<file path="src/verilog/port_phy_map.svh">
/*
 * Register offsets, field positions, reset values and read and indicator
 * constants for the per-port PHY control and status bank.
 * Assumes an 8-bit register address space and byte-wide registers.
 */
`ifndef PORT_PHY_MAP_SVH
`define PORT_PHY_MAP_SVH

// ****************************************************************
// Register offsets
// ****************************************************************
`define PORT1_NEG_ADVERTISE_OFS 8'h1C
`define PORT1_PHY_CONTROL_B_OFS 8'h1D
`define PORT1_PHY_STATUS_A_OFS 8'h1E
`define PORT2_NEG_ADVERTISE_OFS 8'h2C
`define PORT2_PHY_CONTROL_B_OFS 8'h2D
`define PORT2_PHY_STATUS_A_OFS 8'h2E

// ****************************************************************
// Negotiation advertise register fields
// ****************************************************************
`define ADV_NEG_ENABLE_BIT 7
`define ADV_FORCE_SPEED_BIT 6
`define ADV_FORCE_DUPLEX_BIT 5
`define ADV_PAUSE_BIT 4
`define ADV_100_FULL_BIT 3
`define ADV_100_HALF_BIT 2
`define ADV_10_FULL_BIT 1
`define ADV_10_HALF_BIT 0
`define ADV_RESET 8'h0F

// ****************************************************************
// Control B register fields
// ****************************************************************
`define CTL_LED_OFF_BIT 7
`define CTL_TX_DISABLE_BIT 6
`define CTL_NEG_RESTART_BIT 5
`define CTL_FEF_DISABLE_BIT 4
`define CTL_POWER_DOWN_BIT 3
`define CTL_XOVER_DISABLE_BIT 2
`define CTL_FORCE_MDI_BIT 1
`define CTL_LOOPBACK_BIT 0
`define CTL_RESET 8'h00

// ****************************************************************
// Status A register fields
// ****************************************************************
`define STS_XOVER_BIT 7
`define STS_NEG_DONE_BIT 6
`define STS_RESET 8'h00

// ****************************************************************
// Miscellaneous values
// ****************************************************************
`define READ_UNMAPPED 8'h00
`define INDICATOR_BLANK 4'hF

`endif

</file>
<file path="src/verilog/port_phy_pkg.sv">
/*
 * Types shared by the per-port PHY control and status bank.
 * Assumes the constants in port_phy_map.svh.
 */
package port_phy_pkg;

  typedef logic [7:0] reg_byte_t;
  typedef logic [3:0] indicator_t;

endpackage : port_phy_pkg

</file>
<file path="src/verilog/port_phy_control_status.sv">
/*
 * Per-port PHY control and status register bank for two copper ports,
 * the first also fiber capable, with PHY-facing control outputs.
 * Writes to status or unmapped addresses are ignored, unmapped reads
 * return zero, and the restart bit reads back as one only in the
 * cycle after it is written.
 * Reads answer one cycle after the read strobe and then hold.
 * Assumes a synchronous byte register port driven by the management
 * logic, PHY status levels synchronous to clk, and strap levels
 * stable around reset release.
 */
`timescale 1ns/1ps
`include "port_phy_map.svh"

module port_phy_control_status (
  // Clock and reset.
  input wire logic clk,
  input wire logic reset_n,
  // Register access port.
  input wire logic [7:0] reg_addr,
  input wire logic reg_write,
  input wire logic reg_read,
  input wire logic [7:0] reg_write_data,
  output logic [7:0] reg_read_data,
  // Strap pins sampled at reset release.
  input wire logic port1_negotiation_strap,
  input wire logic port2_negotiation_strap,
  input wire logic port2_crossover_strap,
  input wire logic port2_force_mdi_strap,
  // Status from the PHYs, index 0 is the first port.
  input wire logic [1:0] phy_crossover_mdix,
  input wire logic [1:0] phy_negotiation_complete,
  // Raw indicator levels from the PHYs.
  input wire logic [3:0] port1_indicator_raw,
  input wire logic [3:0] port2_indicator_raw,
  // Indicator pins.
  output logic [3:0] port1_indicator_pin,
  output logic [3:0] port2_indicator_pin,
  // Control to the PHYs, index 0 is the first port.
  output logic [1:0] advertise_10_full,
  output logic [1:0] advertise_10_half,
  output logic [1:0] advertise_100_full,
  output logic [1:0] advertise_100_half,
  output logic [1:0] advertise_pause,
  output logic [1:0] negotiation_enable,
  output logic [1:0] force_speed_100,
  output logic [1:0] force_full_duplex,
  output logic [1:0] transmit_disable,
  output logic [1:0] negotiation_restart,
  output logic [1:0] power_down,
  output logic [1:0] crossover_auto_enable,
  output logic [1:0] force_mdi,
  output logic [1:0] loopback_enable,
  output logic port1_far_end_fault_disable
);

  // ****************************************************************
  // Strap capture
  // ****************************************************************
  logic strap_taken;
  logic next_strap_taken;
  logic [1:0] neg_strap;
  logic [1:0] xover_strap;
  logic [1:0] mdi_strap;

  always_comb begin
    // Straps are loaded only on the first edge after reset release.
    next_strap_taken = 1'b1;
  end

  always_comb begin
    neg_strap = {port2_negotiation_strap, port1_negotiation_strap};
    xover_strap = {port2_crossover_strap, 1'b0};
    mdi_strap = {port2_force_mdi_strap, 1'b0};
  end

  always_ff @(posedge clk or negedge reset_n) begin
    if (!reset_n) begin
      strap_taken <= 1'b0;
    end else begin
      strap_taken <= next_strap_taken;
    end
  end

  // ****************************************************************
  // Per-port registers
  // ****************************************************************
  port_phy_pkg::reg_byte_t adv [2];
  port_phy_pkg::reg_byte_t ctl [2];
  port_phy_pkg::reg_byte_t sts [2];
  port_phy_pkg::indicator_t ind_raw [2];
  port_phy_pkg::indicator_t ind_pin [2];

  // ****************************************************************
  // Indicator pin mapping
  // ****************************************************************
  always_comb begin
    ind_raw[0] = port1_indicator_raw;
    ind_raw[1] = port2_indicator_raw;
  end

  always_comb begin
    port1_indicator_pin = ind_pin[0];
    port2_indicator_pin = ind_pin[1];
  end

  genvar p;
  generate
    for (p = 0; p < 2; p = p + 1) begin : g_port
      localparam logic [7:0] ADV_OFS = (p == 0) ? `PORT1_NEG_ADVERTISE_OFS : `PORT2_NEG_ADVERTISE_OFS;
      localparam logic [7:0] CTL_OFS = (p == 0) ? `PORT1_PHY_CONTROL_B_OFS : `PORT2_PHY_CONTROL_B_OFS;
      port_phy_pkg::reg_byte_t next_adv;
      port_phy_pkg::reg_byte_t next_ctl;
      port_phy_pkg::reg_byte_t next_sts;
      port_phy_pkg::indicator_t next_ind;
      logic adv_hit;
      logic ctl_hit;

      // ****************************************************************
      // Write decode
      // ****************************************************************
      always_comb begin
        adv_hit = reg_write && (reg_addr == ADV_OFS);
        ctl_hit = reg_write && (reg_addr == CTL_OFS);
      end

      // ****************************************************************
      // Negotiation advertise register
      // ****************************************************************
      always_comb begin
        next_adv = adv[p];
        if (adv_hit) begin
          next_adv = reg_write_data;
        end
        if (!strap_taken) begin
          next_adv[`ADV_NEG_ENABLE_BIT] = neg_strap[p];
        end
      end

      always_ff @(posedge clk or negedge reset_n) begin
        if (!reset_n) begin
          adv[p] <= `ADV_RESET;
        end else begin
          adv[p] <= next_adv;
        end
      end

      // ****************************************************************
      // Control B register
      // ****************************************************************
      always_comb begin
        next_ctl = ctl[p];
        // Restart is a one-cycle request and clears itself.
        next_ctl[`CTL_NEG_RESTART_BIT] = 1'b0;
        if (ctl_hit) begin
          next_ctl = reg_write_data;
          if (p != 0) begin
            next_ctl[`CTL_FEF_DISABLE_BIT] = 1'b0;
          end
        end
        if (!strap_taken) begin
          next_ctl[`CTL_XOVER_DISABLE_BIT] = xover_strap[p];
          next_ctl[`CTL_FORCE_MDI_BIT] = mdi_strap[p];
        end
      end

      always_ff @(posedge clk or negedge reset_n) begin
        if (!reset_n) begin
          ctl[p] <= `CTL_RESET;
        end else begin
          ctl[p] <= next_ctl;
        end
      end

      // ****************************************************************
      // Status A register
      // ****************************************************************
      always_comb begin
        next_sts = `STS_RESET;
        next_sts[`STS_XOVER_BIT] = phy_crossover_mdix[p];
        next_sts[`STS_NEG_DONE_BIT] = phy_negotiation_complete[p];
      end

      always_ff @(posedge clk or negedge reset_n) begin
        if (!reset_n) begin
          sts[p] <= `STS_RESET;
        end else begin
          sts[p] <= next_sts;
        end
      end

      // ****************************************************************
      // Indicator pins
      // ****************************************************************
      always_comb begin
        // Blanked indicators are driven high.
        next_ind = ctl[p][`CTL_LED_OFF_BIT] ? `INDICATOR_BLANK : ind_raw[p];
      end

      always_ff @(posedge clk or negedge reset_n) begin
        if (!reset_n) begin
          ind_pin[p] <= `INDICATOR_BLANK;
        end else begin
          ind_pin[p] <= next_ind;
        end
      end

      // ****************************************************************
      // PHY advertise outputs
      // ****************************************************************
      always_comb begin
        advertise_10_full[p] = adv[p][`ADV_10_FULL_BIT];
        advertise_10_half[p] = adv[p][`ADV_10_HALF_BIT];
        advertise_100_full[p] = adv[p][`ADV_100_FULL_BIT];
        advertise_100_half[p] = adv[p][`ADV_100_HALF_BIT];
        advertise_pause[p] = adv[p][`ADV_PAUSE_BIT];
        negotiation_enable[p] = adv[p][`ADV_NEG_ENABLE_BIT];
        force_speed_100[p] = adv[p][`ADV_FORCE_SPEED_BIT];
        force_full_duplex[p] = adv[p][`ADV_FORCE_DUPLEX_BIT];
      end

      // ****************************************************************
      // PHY control outputs
      // ****************************************************************
      always_comb begin
        transmit_disable[p] = ctl[p][`CTL_TX_DISABLE_BIT];
        negotiation_restart[p] = ctl[p][`CTL_NEG_RESTART_BIT];
        power_down[p] = ctl[p][`CTL_POWER_DOWN_BIT];
        crossover_auto_enable[p] = !ctl[p][`CTL_XOVER_DISABLE_BIT];
        force_mdi[p] = ctl[p][`CTL_FORCE_MDI_BIT];
      end
    end
  endgenerate

  // ****************************************************************
  // Loopback
  // ****************************************************************
  always_comb begin
    // Each port's loopback bit drives its own PHY's loopback_enable.
    loopback_enable[0] = ctl[0][`CTL_LOOPBACK_BIT];
    loopback_enable[1] = ctl[1][`CTL_LOOPBACK_BIT];
  end

  // ****************************************************************
  // Far-end fault
  // ****************************************************************
  always_comb begin
    // Only the first port can carry fiber, so only it has this control.
    port1_far_end_fault_disable = ctl[0][`CTL_FEF_DISABLE_BIT];
  end

  // ****************************************************************
  // Register read path
  // ****************************************************************
  port_phy_pkg::reg_byte_t read_mux;
  port_phy_pkg::reg_byte_t next_read_data;

  always_comb begin
    unique case (reg_addr)
      `PORT1_NEG_ADVERTISE_OFS: read_mux = adv[0];
      `PORT1_PHY_CONTROL_B_OFS: read_mux = ctl[0];
      `PORT1_PHY_STATUS_A_OFS: read_mux = sts[0];
      `PORT2_NEG_ADVERTISE_OFS: read_mux = adv[1];
      `PORT2_PHY_CONTROL_B_OFS: read_mux = ctl[1];
      `PORT2_PHY_STATUS_A_OFS: read_mux = sts[1];
      default: read_mux = `READ_UNMAPPED;
    endcase
  end

  always_comb begin
    // Read data holds between reads.
    next_read_data = reg_read_data;
    if (reg_read) begin
      next_read_data = read_mux;
    end
  end

  always_ff @(posedge clk or negedge reset_n) begin
    if (!reset_n) begin
      reg_read_data <= `READ_UNMAPPED;
    end else begin
      reg_read_data <= next_read_data;
    end
  end

endmodule : port_phy_control_status

</file>
<file path="config.mk">
export PLATFORM = sky130hd
export DESIGN_NAME = port_phy_control_status
export DESIGN_NICKNAME = d
export VERILOG_FILES = /design/src/verilog/port_phy_pkg.sv /design/src/verilog/port_phy_control_status.sv
export VERILOG_INCLUDE_DIRS = /design/src /design/src/verilog
export SDC_FILE = /design/constraint.sdc
export NUM_CORES = 1
export LEC_CHECK = 0
export BUFFER_PORTS_ARGS = -buffer_cell sky130_fd_sc_hd__buf_2
export CAP_MARGIN = 0
export CORE_MARGIN = 4
export CORE_UTILIZATION = 45
export CTS_CLUSTER_SIZE = 30
export DETAILED_ROUTE_END_ITERATION = 12
export HOLD_SLACK_MARGIN = 0.05
export PLACE_DENSITY_LB_ADDON = 0.2
export SETUP_SLACK_MARGIN = 0.3
export SLEW_MARGIN = 10
export SYNTH_ARGS = -nofsm -noshare
export SYNTH_HDL_FRONTEND = slang
export SYNTH_SLANG_ARGS = --single-unit
</file>
<file path="constraint.sdc">
create_clock -name clk -period 1.2 [get_ports clk]
set_clock_uncertainty 0.15 [all_clocks]
set_input_delay 0.12 -clock clk [delete_from_list [all_inputs] [get_ports clk]]
set_output_delay 0.12 -clock clk [all_outputs]
set_load 0.05 [all_outputs]
</file>
### Yosys cells after proc, flatten, opt, wreduce, memory -nomap -nowiden

Cells that the tools add are included.

* multiplexer cells: 11
* eq/ne operators: 10
* reductions and logical operators: 6

Operator list (number)
* 8-bit case mux with 6 select lines: 1
* 8-bit by 5-bit equality test with 1-bit output (second input constant): 3
* 8-bit by 6-bit equality test with 1-bit output (second input constant): 3
* 8-bit two-way mux: 2
* 6-bit two-way mux: 2
* 4-bit two-way mux: 2
* 2-bit by 1-bit != test with 1-bit output (second input constant): 4
* 1-bit logical AND: 4
* 2-bit two-way mux: 2
* 1-bit zero test: 2
* 1-bit two-way mux: 2

* flip-flop bits (word level): 52
* input bits: 36

### Depth between registers and ports, before layout

Gate-level depths: netlist of the first run.

* depth in word-level cells: 4
* depth in mapped cells: 6
* gate-level depth less buffers: 4

### Least setup slack after synthesis of the first run

Ideal clock, no wire load.

* kind: register -> register
* start: register adv (netlist bit negotiation_enable[0])
* end: register reg_read_data[7]
* path slack: -0.371 ns
* arrival: 1.344 ns
* clock period less this slack: 1.571 ns
* cell stages (with the launch flop): 5
* cell sequence: dfrtp_1 > mux2_2 > a22oi_1 > o32a_1 > a21oi_1

* cells in the longest elaborated chain, start to end: 1

RTL lines
* start: declaration: RTL line port_phy_control_status.sv:88 `port_phy_pkg::reg_byte_t adv [2];`
* start signal: indexed assignment: RTL line port_phy_control_status.sv:142 `` adv[p] <= `ADV_RESET; ``
* start signal: indexed assignment: RTL line port_phy_control_status.sv:144 `adv[p] <= next_adv;`
* 8-bit case mux with 6 select lines: RTL line port_phy_control_status.sv:259 `unique case (reg_addr)`
* end signal: assignment: RTL line port_phy_control_status.sv:280 `` reg_read_data <= `READ_UNMAPPED; ``
* end signal: assignment: RTL line port_phy_control_status.sv:282 `reg_read_data <= next_read_data;`
* end: declaration: RTL line port_phy_control_status.sv:24 `output logic [7:0] reg_read_data,`

Every way passes these cells.
A chain may end at the register's enable or synchronous reset.

### Worst setup path after layout of the first run

Ends and elaborated chain as after synthesis.

==> impl_metrics.yaml, run 1 <==
status:
  outcome: "complete, but fails checks"
  violations: "negative hold slack, negative setup slack"
clock_network:
  cts_buffers: 5
  cts_sinks: 52
  ctsLongestPathBuffers: 2
  cts_root_buffer: "clkbuf_8"
  cts_tree: "built"
  clock_latency_ps: 310
  clk_pin_slew_ps: 90
  htreeDepth: 2
setup_path:
  max_stage_delay_ps: 410
  crit_chain: "mux2_4, a22oi_2, o32a_1, a21oi_2"
  critPathSlowestCell: "dfrtp_2"
  worstPathRequired_ps: 1250
  critPathArrivalTime_ps: 1390
  startpoint_type: "flop"
  critPathBufInv: 0
  critPathTopFamily: "flip-flops"
  end_kind: "flop"
  path_max_fanout: 2
  crit_type: "flop to flop"
synthesis:
  yosys_warnings: 0
  syn_inst: 186
  synth_xor_area_share_pct: 0
  synth_top_family_by_area: "multiplexers"
  synth_ff_type: "dfrtp_1"
  muxShareOfSynthArea_pct: 14.58
  yosysSeqAreaShare_pct: 56.38
  synth_fa_ha_area_share_pct: 0
  syn_avg_cell_area_um2: 12.60
  synth.distinct_cells: 34
  synth_compound_area_share_pct: 12.07
  synth_nets: 222
  synth_edf_count: 0
  synth_seq_cells: 52
  synthesis.area_um2: 2343
  yosys.area_share.simple_pct: 10.89
  async_reset_ff_share_pct: 100.0
drt:
  wl_per_cell_um: 18.11
  drtAntennaViolNets: 0
  dr.pass1.iters: 4
  first_iter_violations: 85
  drc: 0
  wl_um: 7010
  via_count: 1992
  vias_per_cell: 5.147
floorplan:
  core_area_um2: 5075
  die_w_um: 80.17
  die-area_um2: 6426
  num_rows: 26
  ioPinCount: 81
  start_util_pct: 46.18
  dieHeight_um: 80.17
layout:
  mostFrequentLayoutCells: "buf_6, buf_2, dfrtp_1"
  layout_commonest_cell: "buf_6"
  n_fill_cell: 319
  drive_above_1_share_pct: 65.30
  nets: 352
  areaGrowthSynthToFinish_pct: 67.00
  diodes: 0
sta:
  finalSetupTns_ps: -3661
  finalSetupViolations: 56
  fin_crit_ps: 1341
  fin_ws_ps: -141.1
  hold_viol: 29
  drv_slew: 0
  clock.fmax_mhz: 745.7
  period_share_pct: 111.8
  rsz0062_at_grt: "yes"
  hold_slack_ps: -135.4
place:
  place_ws_ps: -388.2
  portBuffers: 80
  place_hpwl_um: 4105
  place_congestion: 0.7752
grt:
  grt_max_degree: 53
  antenna_found_initial: 0
  overflow: 0
  grt_pass1_vias: 2128
  grt_pass1_wl_um: 10990
  grt_use_total_pct: 22.46
worst_hold_path:
  hp-class: "input pin to flop"
power_and_ir_drop:
  p_leak_uw: 0.001819
  irDropWorstVdd_v: 0.0009052
  powerDensity_nw_per_um2: 982.6
flow_run:
  max_cap_viol_count: 0
metal layers:
metal | wire (µm) | track usage [%] | vias to the layer above | share of wire (%)
met5 | 0 | 0 | - | 0
met3 | 359 | 4.709 | 8 | 5.1
met4 | 101 | 6.757 | 0 | 1.4
li1 | - | - | 918 | -
met2 | 3618 | 37.09 | 67 | 52
met1 | 2931 | 29.66 | 999 | 42
cells in the mapped netlist, types with 3 or more instances:
master     n  share of area, %
dfstp_2   16                18
a22oi_1   13               4.2
nor2_1     9               1.4
nand3_2    3               1.3
a21oi_1    7               1.5
or2_2      8               2.1
dfrtp_1   36                38
o21ai_0    3              0.64
mux2i_1    6               2.6
mux2_2    25                12
o22a_1     4               1.5
nand2_1    4              0.64
buf_2      3              0.64
o22ai_1    5               1.3
clkbuf_1   4              0.64
buf_4     10               3.2
inv_1      8               1.3
nand3_1    3              0.64
worst register-to-register path: cells and delay by family, from the launching register on:
kind	cells	cell delay, ps
mux	1	280
compound gates	3	400
flops	1	410
report_power, final:
part | switching (µW) | internal, µW | total [µW]
clock | 564 | 472 | 1040
combinational | 469 | 418 | 887
sequential | 71.2 | 1850 | 1920
total | 1100 | 2740 | 3850
final timing paths:
| path | start | end | slack, ps | cells past startpoint |
|---|---|---|---|---|
| hold reg to reg | reg_read_data[4] | reg_read_data[4] | 400 | 2 |
| max in group asynchronous | reset_n | advertise_100_full[0] | 440 | 3 |
| hold / removal | port2_indicator_raw[2] | port2_indicator_pin[2] | -140 | 2 |
| min in group asynchronous | reset_n | reg_read_data[7] | 170 | 3 |
| setup reg to reg | negotiation_enable[0] | reg_read_data[7] | -140 | 4 |
| setup / recovery | negotiation_enable[0] | reg_read_data[7] | -140 | 4 |
state kept, by name, summed over array words and instances, names as in the netlist:
| register | count |
|---|---|
| reg_read_data | 8 |
| advertise_pause | 2 |
| negotiation_restart | 2 |
| port1_indicator_pin | 4 |
| force_speed_100 | 2 |
| power_down | 2 |
| transmit_disable | 2 |
| force_mdi | 2 |
| ctl | 4 |
| loopback_enable | 2 |
| advertise_10_half | 2 |
| port1_far_end_fault_disable | 1 |
| advertise_100_half | 2 |
| advertise_100_full | 2 |
| sts | 4 |
| force_full_duplex | 2 |
| port2_indicator_pin | 4 |
| advertise_10_full | 2 |
| strap_taken | 1 |
| negotiation_enable | 2 |
per-stage QoR:
stage / total power (µW) / util [%] / area, µm² / cells
after floorplan: 2330 / - / 2391 / 186
after global placement: 2564 / 59.32 / 3010 / 346
after detailed placement: 2572 / 59.32 / 3010 / 346
after CTS: 3811 / 75.12 / 3812 / 378
after global routing: 3995 / 77.12 / 3914 / 387
final: 3846 / 77.12 / 3914 / 387
logic make-up after synthesis:
kind of cell	count (synthesis)
flip-flops	52
AO/OA/AOI/OAI	39
AND/OR/NAND/NOR	37
multiplexers	31
buffers and inverters	26
other	1
cell type report:
cell class | count | area (µm²) | area share [%]
Inverter | 8 | 37.54 | 0.9591
Tap cell | 70 | 87.58 | 2.238
Timing Repair Buffer | 141 | 1368 | 34.94
Clock buffer | 8 | 90.09 | 2.302
Sequential cell | 52 | 1326 | 33.89
Multi-Input combinational cell | 108 | 1005 | 25.67
timing repair:
action / 4_1_cts / 5_1_grt
pin swaps: 18 / 4
setup buffers: 12 / 6
setup endpoints to repair: 91 / 92
hold endpoints to repair: 102 / 36
resized for setup: 143 / 10
gates cloned: 2 / 0
hold buffers: 10 / 3
Note: power is estimated with default switching activity, not from simulation.
==> run 2, diff against run 1 <==
--- a/config.mk
+++ b/config.mk
@@ -6,6 +6,7 @@
 export SDC_FILE = /design/constraint.sdc
 export NUM_CORES = 1
 export LEC_CHECK = 0
+export ABC_AREA = 1
 export BUFFER_PORTS_ARGS = -buffer_cell sky130_fd_sc_hd__buf_2
 export CAP_MARGIN = 0
 export CORE_MARGIN = 4
==> run 2 against run 1 <==
  * The flow still finishes with violations (negative hold slack, negative setup slack)
  * Sequential share of layout area shrank 6.4 points
  * Total power grew 14%
  * Highest routed layer unchanged
  * Sequential cell count is the same
  * Cell count grew 29%
  * Clock power grew 19%
  * Critical endpoint is now advertise_10_full[0]
  * Die area grew 4.5%
  * First-iteration DRC count grew to 3.1 times the previous value
  * Wire length grew 76%
  * Largest cell class unchanged
==> impl_metrics.yaml, run 2 <==
setup_path:
  crit_chain: "buf_8"
  critPathArrivalTime_ps: 1050
  critPathTopFamily: "flip-flops"
  worstPathRequired_ps: 930
  critPathSlowestCell: "dfstp_2"
  crit_type: "flop to output port"
  path_max_fanout: 2
  critPathBufInv: 1
  end_kind: "output port"
  startpoint_type: "flop"
  max_stage_delay_ps: 580
synthesis:
  syn_inst: 266
  syn_avg_cell_area_um2: 9.252
  yosys-top-cells-count: "nand2_1, nand3_1, dfrtp_1"
  yosys.area_share.simple_pct: 29.13
  synth_ff_type: "dfrtp_1"
  synth_compound_area_share_pct: 8.439
  synth.distinct_cells: 25
  synth_area_leaders: "dfrtp_1, dfstp_2, nand2_1"
  muxShareOfSynthArea_pct: 0
  synth_seq_cells: 52
  synth_top_family_by_area: "simple AND/OR/NAND/NOR gates"
  synth_xor_area_share_pct: 0
  yosys.area.top_type_share_pct: 36.60
  yosysSeqAreaShare_pct: 53.69
  synthesis.area_um2: 2461
  synth_edf_count: 0
  async_reset_ff_share_pct: 100.0
  synth_top_area_cell: "dfrtp_1"
  yosys_warnings: 0
  synth_most_common_cell: "nand2_1"
  synth_fa_ha_area_share_pct: 0
  synth_nets: 302
sta:
  fin_crit_ps: 1321
  fin_ws_ps: -121.5
  period_share_pct: 110.1
  rsz0062_at_grt: "yes"
  finalSetupViolations: 27
  hold_viol: 11
  clock.fmax_mhz: 756.7
  hold_slack_ps: -147.5
  drv_slew: 0
place:
  place_hpwl_um: 4376
  portBuffers: 80
  place_congestion: 0.8147
drt:
  drtAntennaViolNets: 0
  wl_um: 12320
  via_count: 2967
  drc: 0
  vias_per_cell: 5.922
  dr.pass1.iters: 5
  wl_per_cell_um: 24.59
  first_iter_violations: 260
status:
  outcome: "complete, but fails checks"
  violations: "negative hold slack, negative setup slack"
flow_run:
  max_cap_viol_count: 0
floorplan:
  core_area_um2: 5205
  dieHeight_um: 81.96
  start_util_pct: 47.28
  num_rows: 26
  die-area_um2: 6717
  die_w_um: 81.96
  ioPinCount: 81
clock_network:
  clk_pin_slew_ps: 110
  ctsLongestPathBuffers: 2
  cts_buffers: 5
  htreeDepth: 2
  cts_root_buffer: "clkbuf_8"
  clock_latency_ps: 320
  cts_tree: "built"
  cts_sinks: 52
layout:
  areaGrowthSynthToFinish_pct: 97.31
  final_util_pct: 93.29
  diodes: 0
  nets: 466
  layout_commonest_cell: "buf_6"
  drive_above_1_share_pct: 75.41
  mostFrequentLayoutCells: "buf_6, nand2_2, nand3_2, buf_2"
  largest-register: "reg_read_data"
  largest_reg_flops: 8
power_and_ir_drop:
  irDropWorstVdd_v: 0.0006548
  p_leak_uw: 0.002332
  powerDensity_nw_per_um2: 899.7
grt:
  grt_use_total_pct: 28.56
  antenna_found_initial: 0
  grt_pass1_vias: 2771
  grt_pass1_wl_um: 14050
  overflow: 0
  grt_max_degree: 53
worst_hold_path:
  hp-class: "input pin to flop"
run 2: changes by cell type in the layout (fill, tap and decap cells not counted), sizes merged, moves of 6 or more:
cell / delta
nand2: +69
nand3: +42
buf: +32
mux2: -25
o21ai: +23
a22oi: -13
inv: +11
mux2i: -6
run 2: logic make-up after synthesis:
group / count (synthesis)
AO/OA/AOI/OAI: 30
buffers and inverters: 39
flip-flops: 52
other: 1
AND/OR/NAND/NOR: 144
run 2: metal layers:
metal  vias to the layer above  track usage (%)  wire length [µm]
met5                         -                0                 0
met3                       100            7.018              1103
met1                      1402            34.69              4122
met4                         0            12.13              1028
met2                       279            48.14              6065
li1                       1186                -                 -
run 2: cell type report:
class	count	area [µm²]
repair buffers	175	1798
multi-input cells	177	1400
flip-flops and latches	52	1336
fillers	152	349.1
inverters	19	126.4
well taps	70	87.58
clock buffers	6	72.57
clock inverters	2	35.03
run 2: worst paths after layout:
check                                       startpoint                endpoint  slack, ps  cells past startpoint
min in group asynchronous                      reset_n                 sts[15]        150                      3
max in group asynchronous                      reset_n    advertise_10_full[1]        450                      3
worst min-delay path            port1_indicator_raw[1]  port1_indicator_pin[1]       -150                      2
worst max-delay path              advertise_10_full[0]    advertise_10_full[0]       -120                      1
worst max register to register   advertise_100_full[0]        reg_read_data[3]       -120                      6
worst min register to register        reg_read_data[2]        reg_read_data[2]        400                      2
run 2: what timing repair did:
action                                  CTS  global route
gates resized for setup                 179            94
endpoints found under the hold margin   103            33
cloned                                    3             0
buffers inserted                         42            20
pin swaps                                38            39
endpoints found under the setup margin   89            90
hold buffers                             16             1
run 2: report_power, final:
| group | internal (µW) | switching, µW |
|---|---|---|
| sequential | 1850 | 87.3 |
| combinational | 538 | 645 |
| clock | 621 | 624 |
run 2: per-stage QoR:
step	setup WS [ps]	setup TNS [ps]	total power [µW]	area (µm²)	std cells
after floorplan	35.70	0	2387	2703	266
after global placement	-132.5	-3095	2595	3157	413
after detailed placement	-155.7	-3712	2604	3157	413
after CTS	-106.0	-1426	4139	4372	482
after global routing	-157.1	-2793	4483	4856	501
final	-121.5	-2140	4369	4856	501
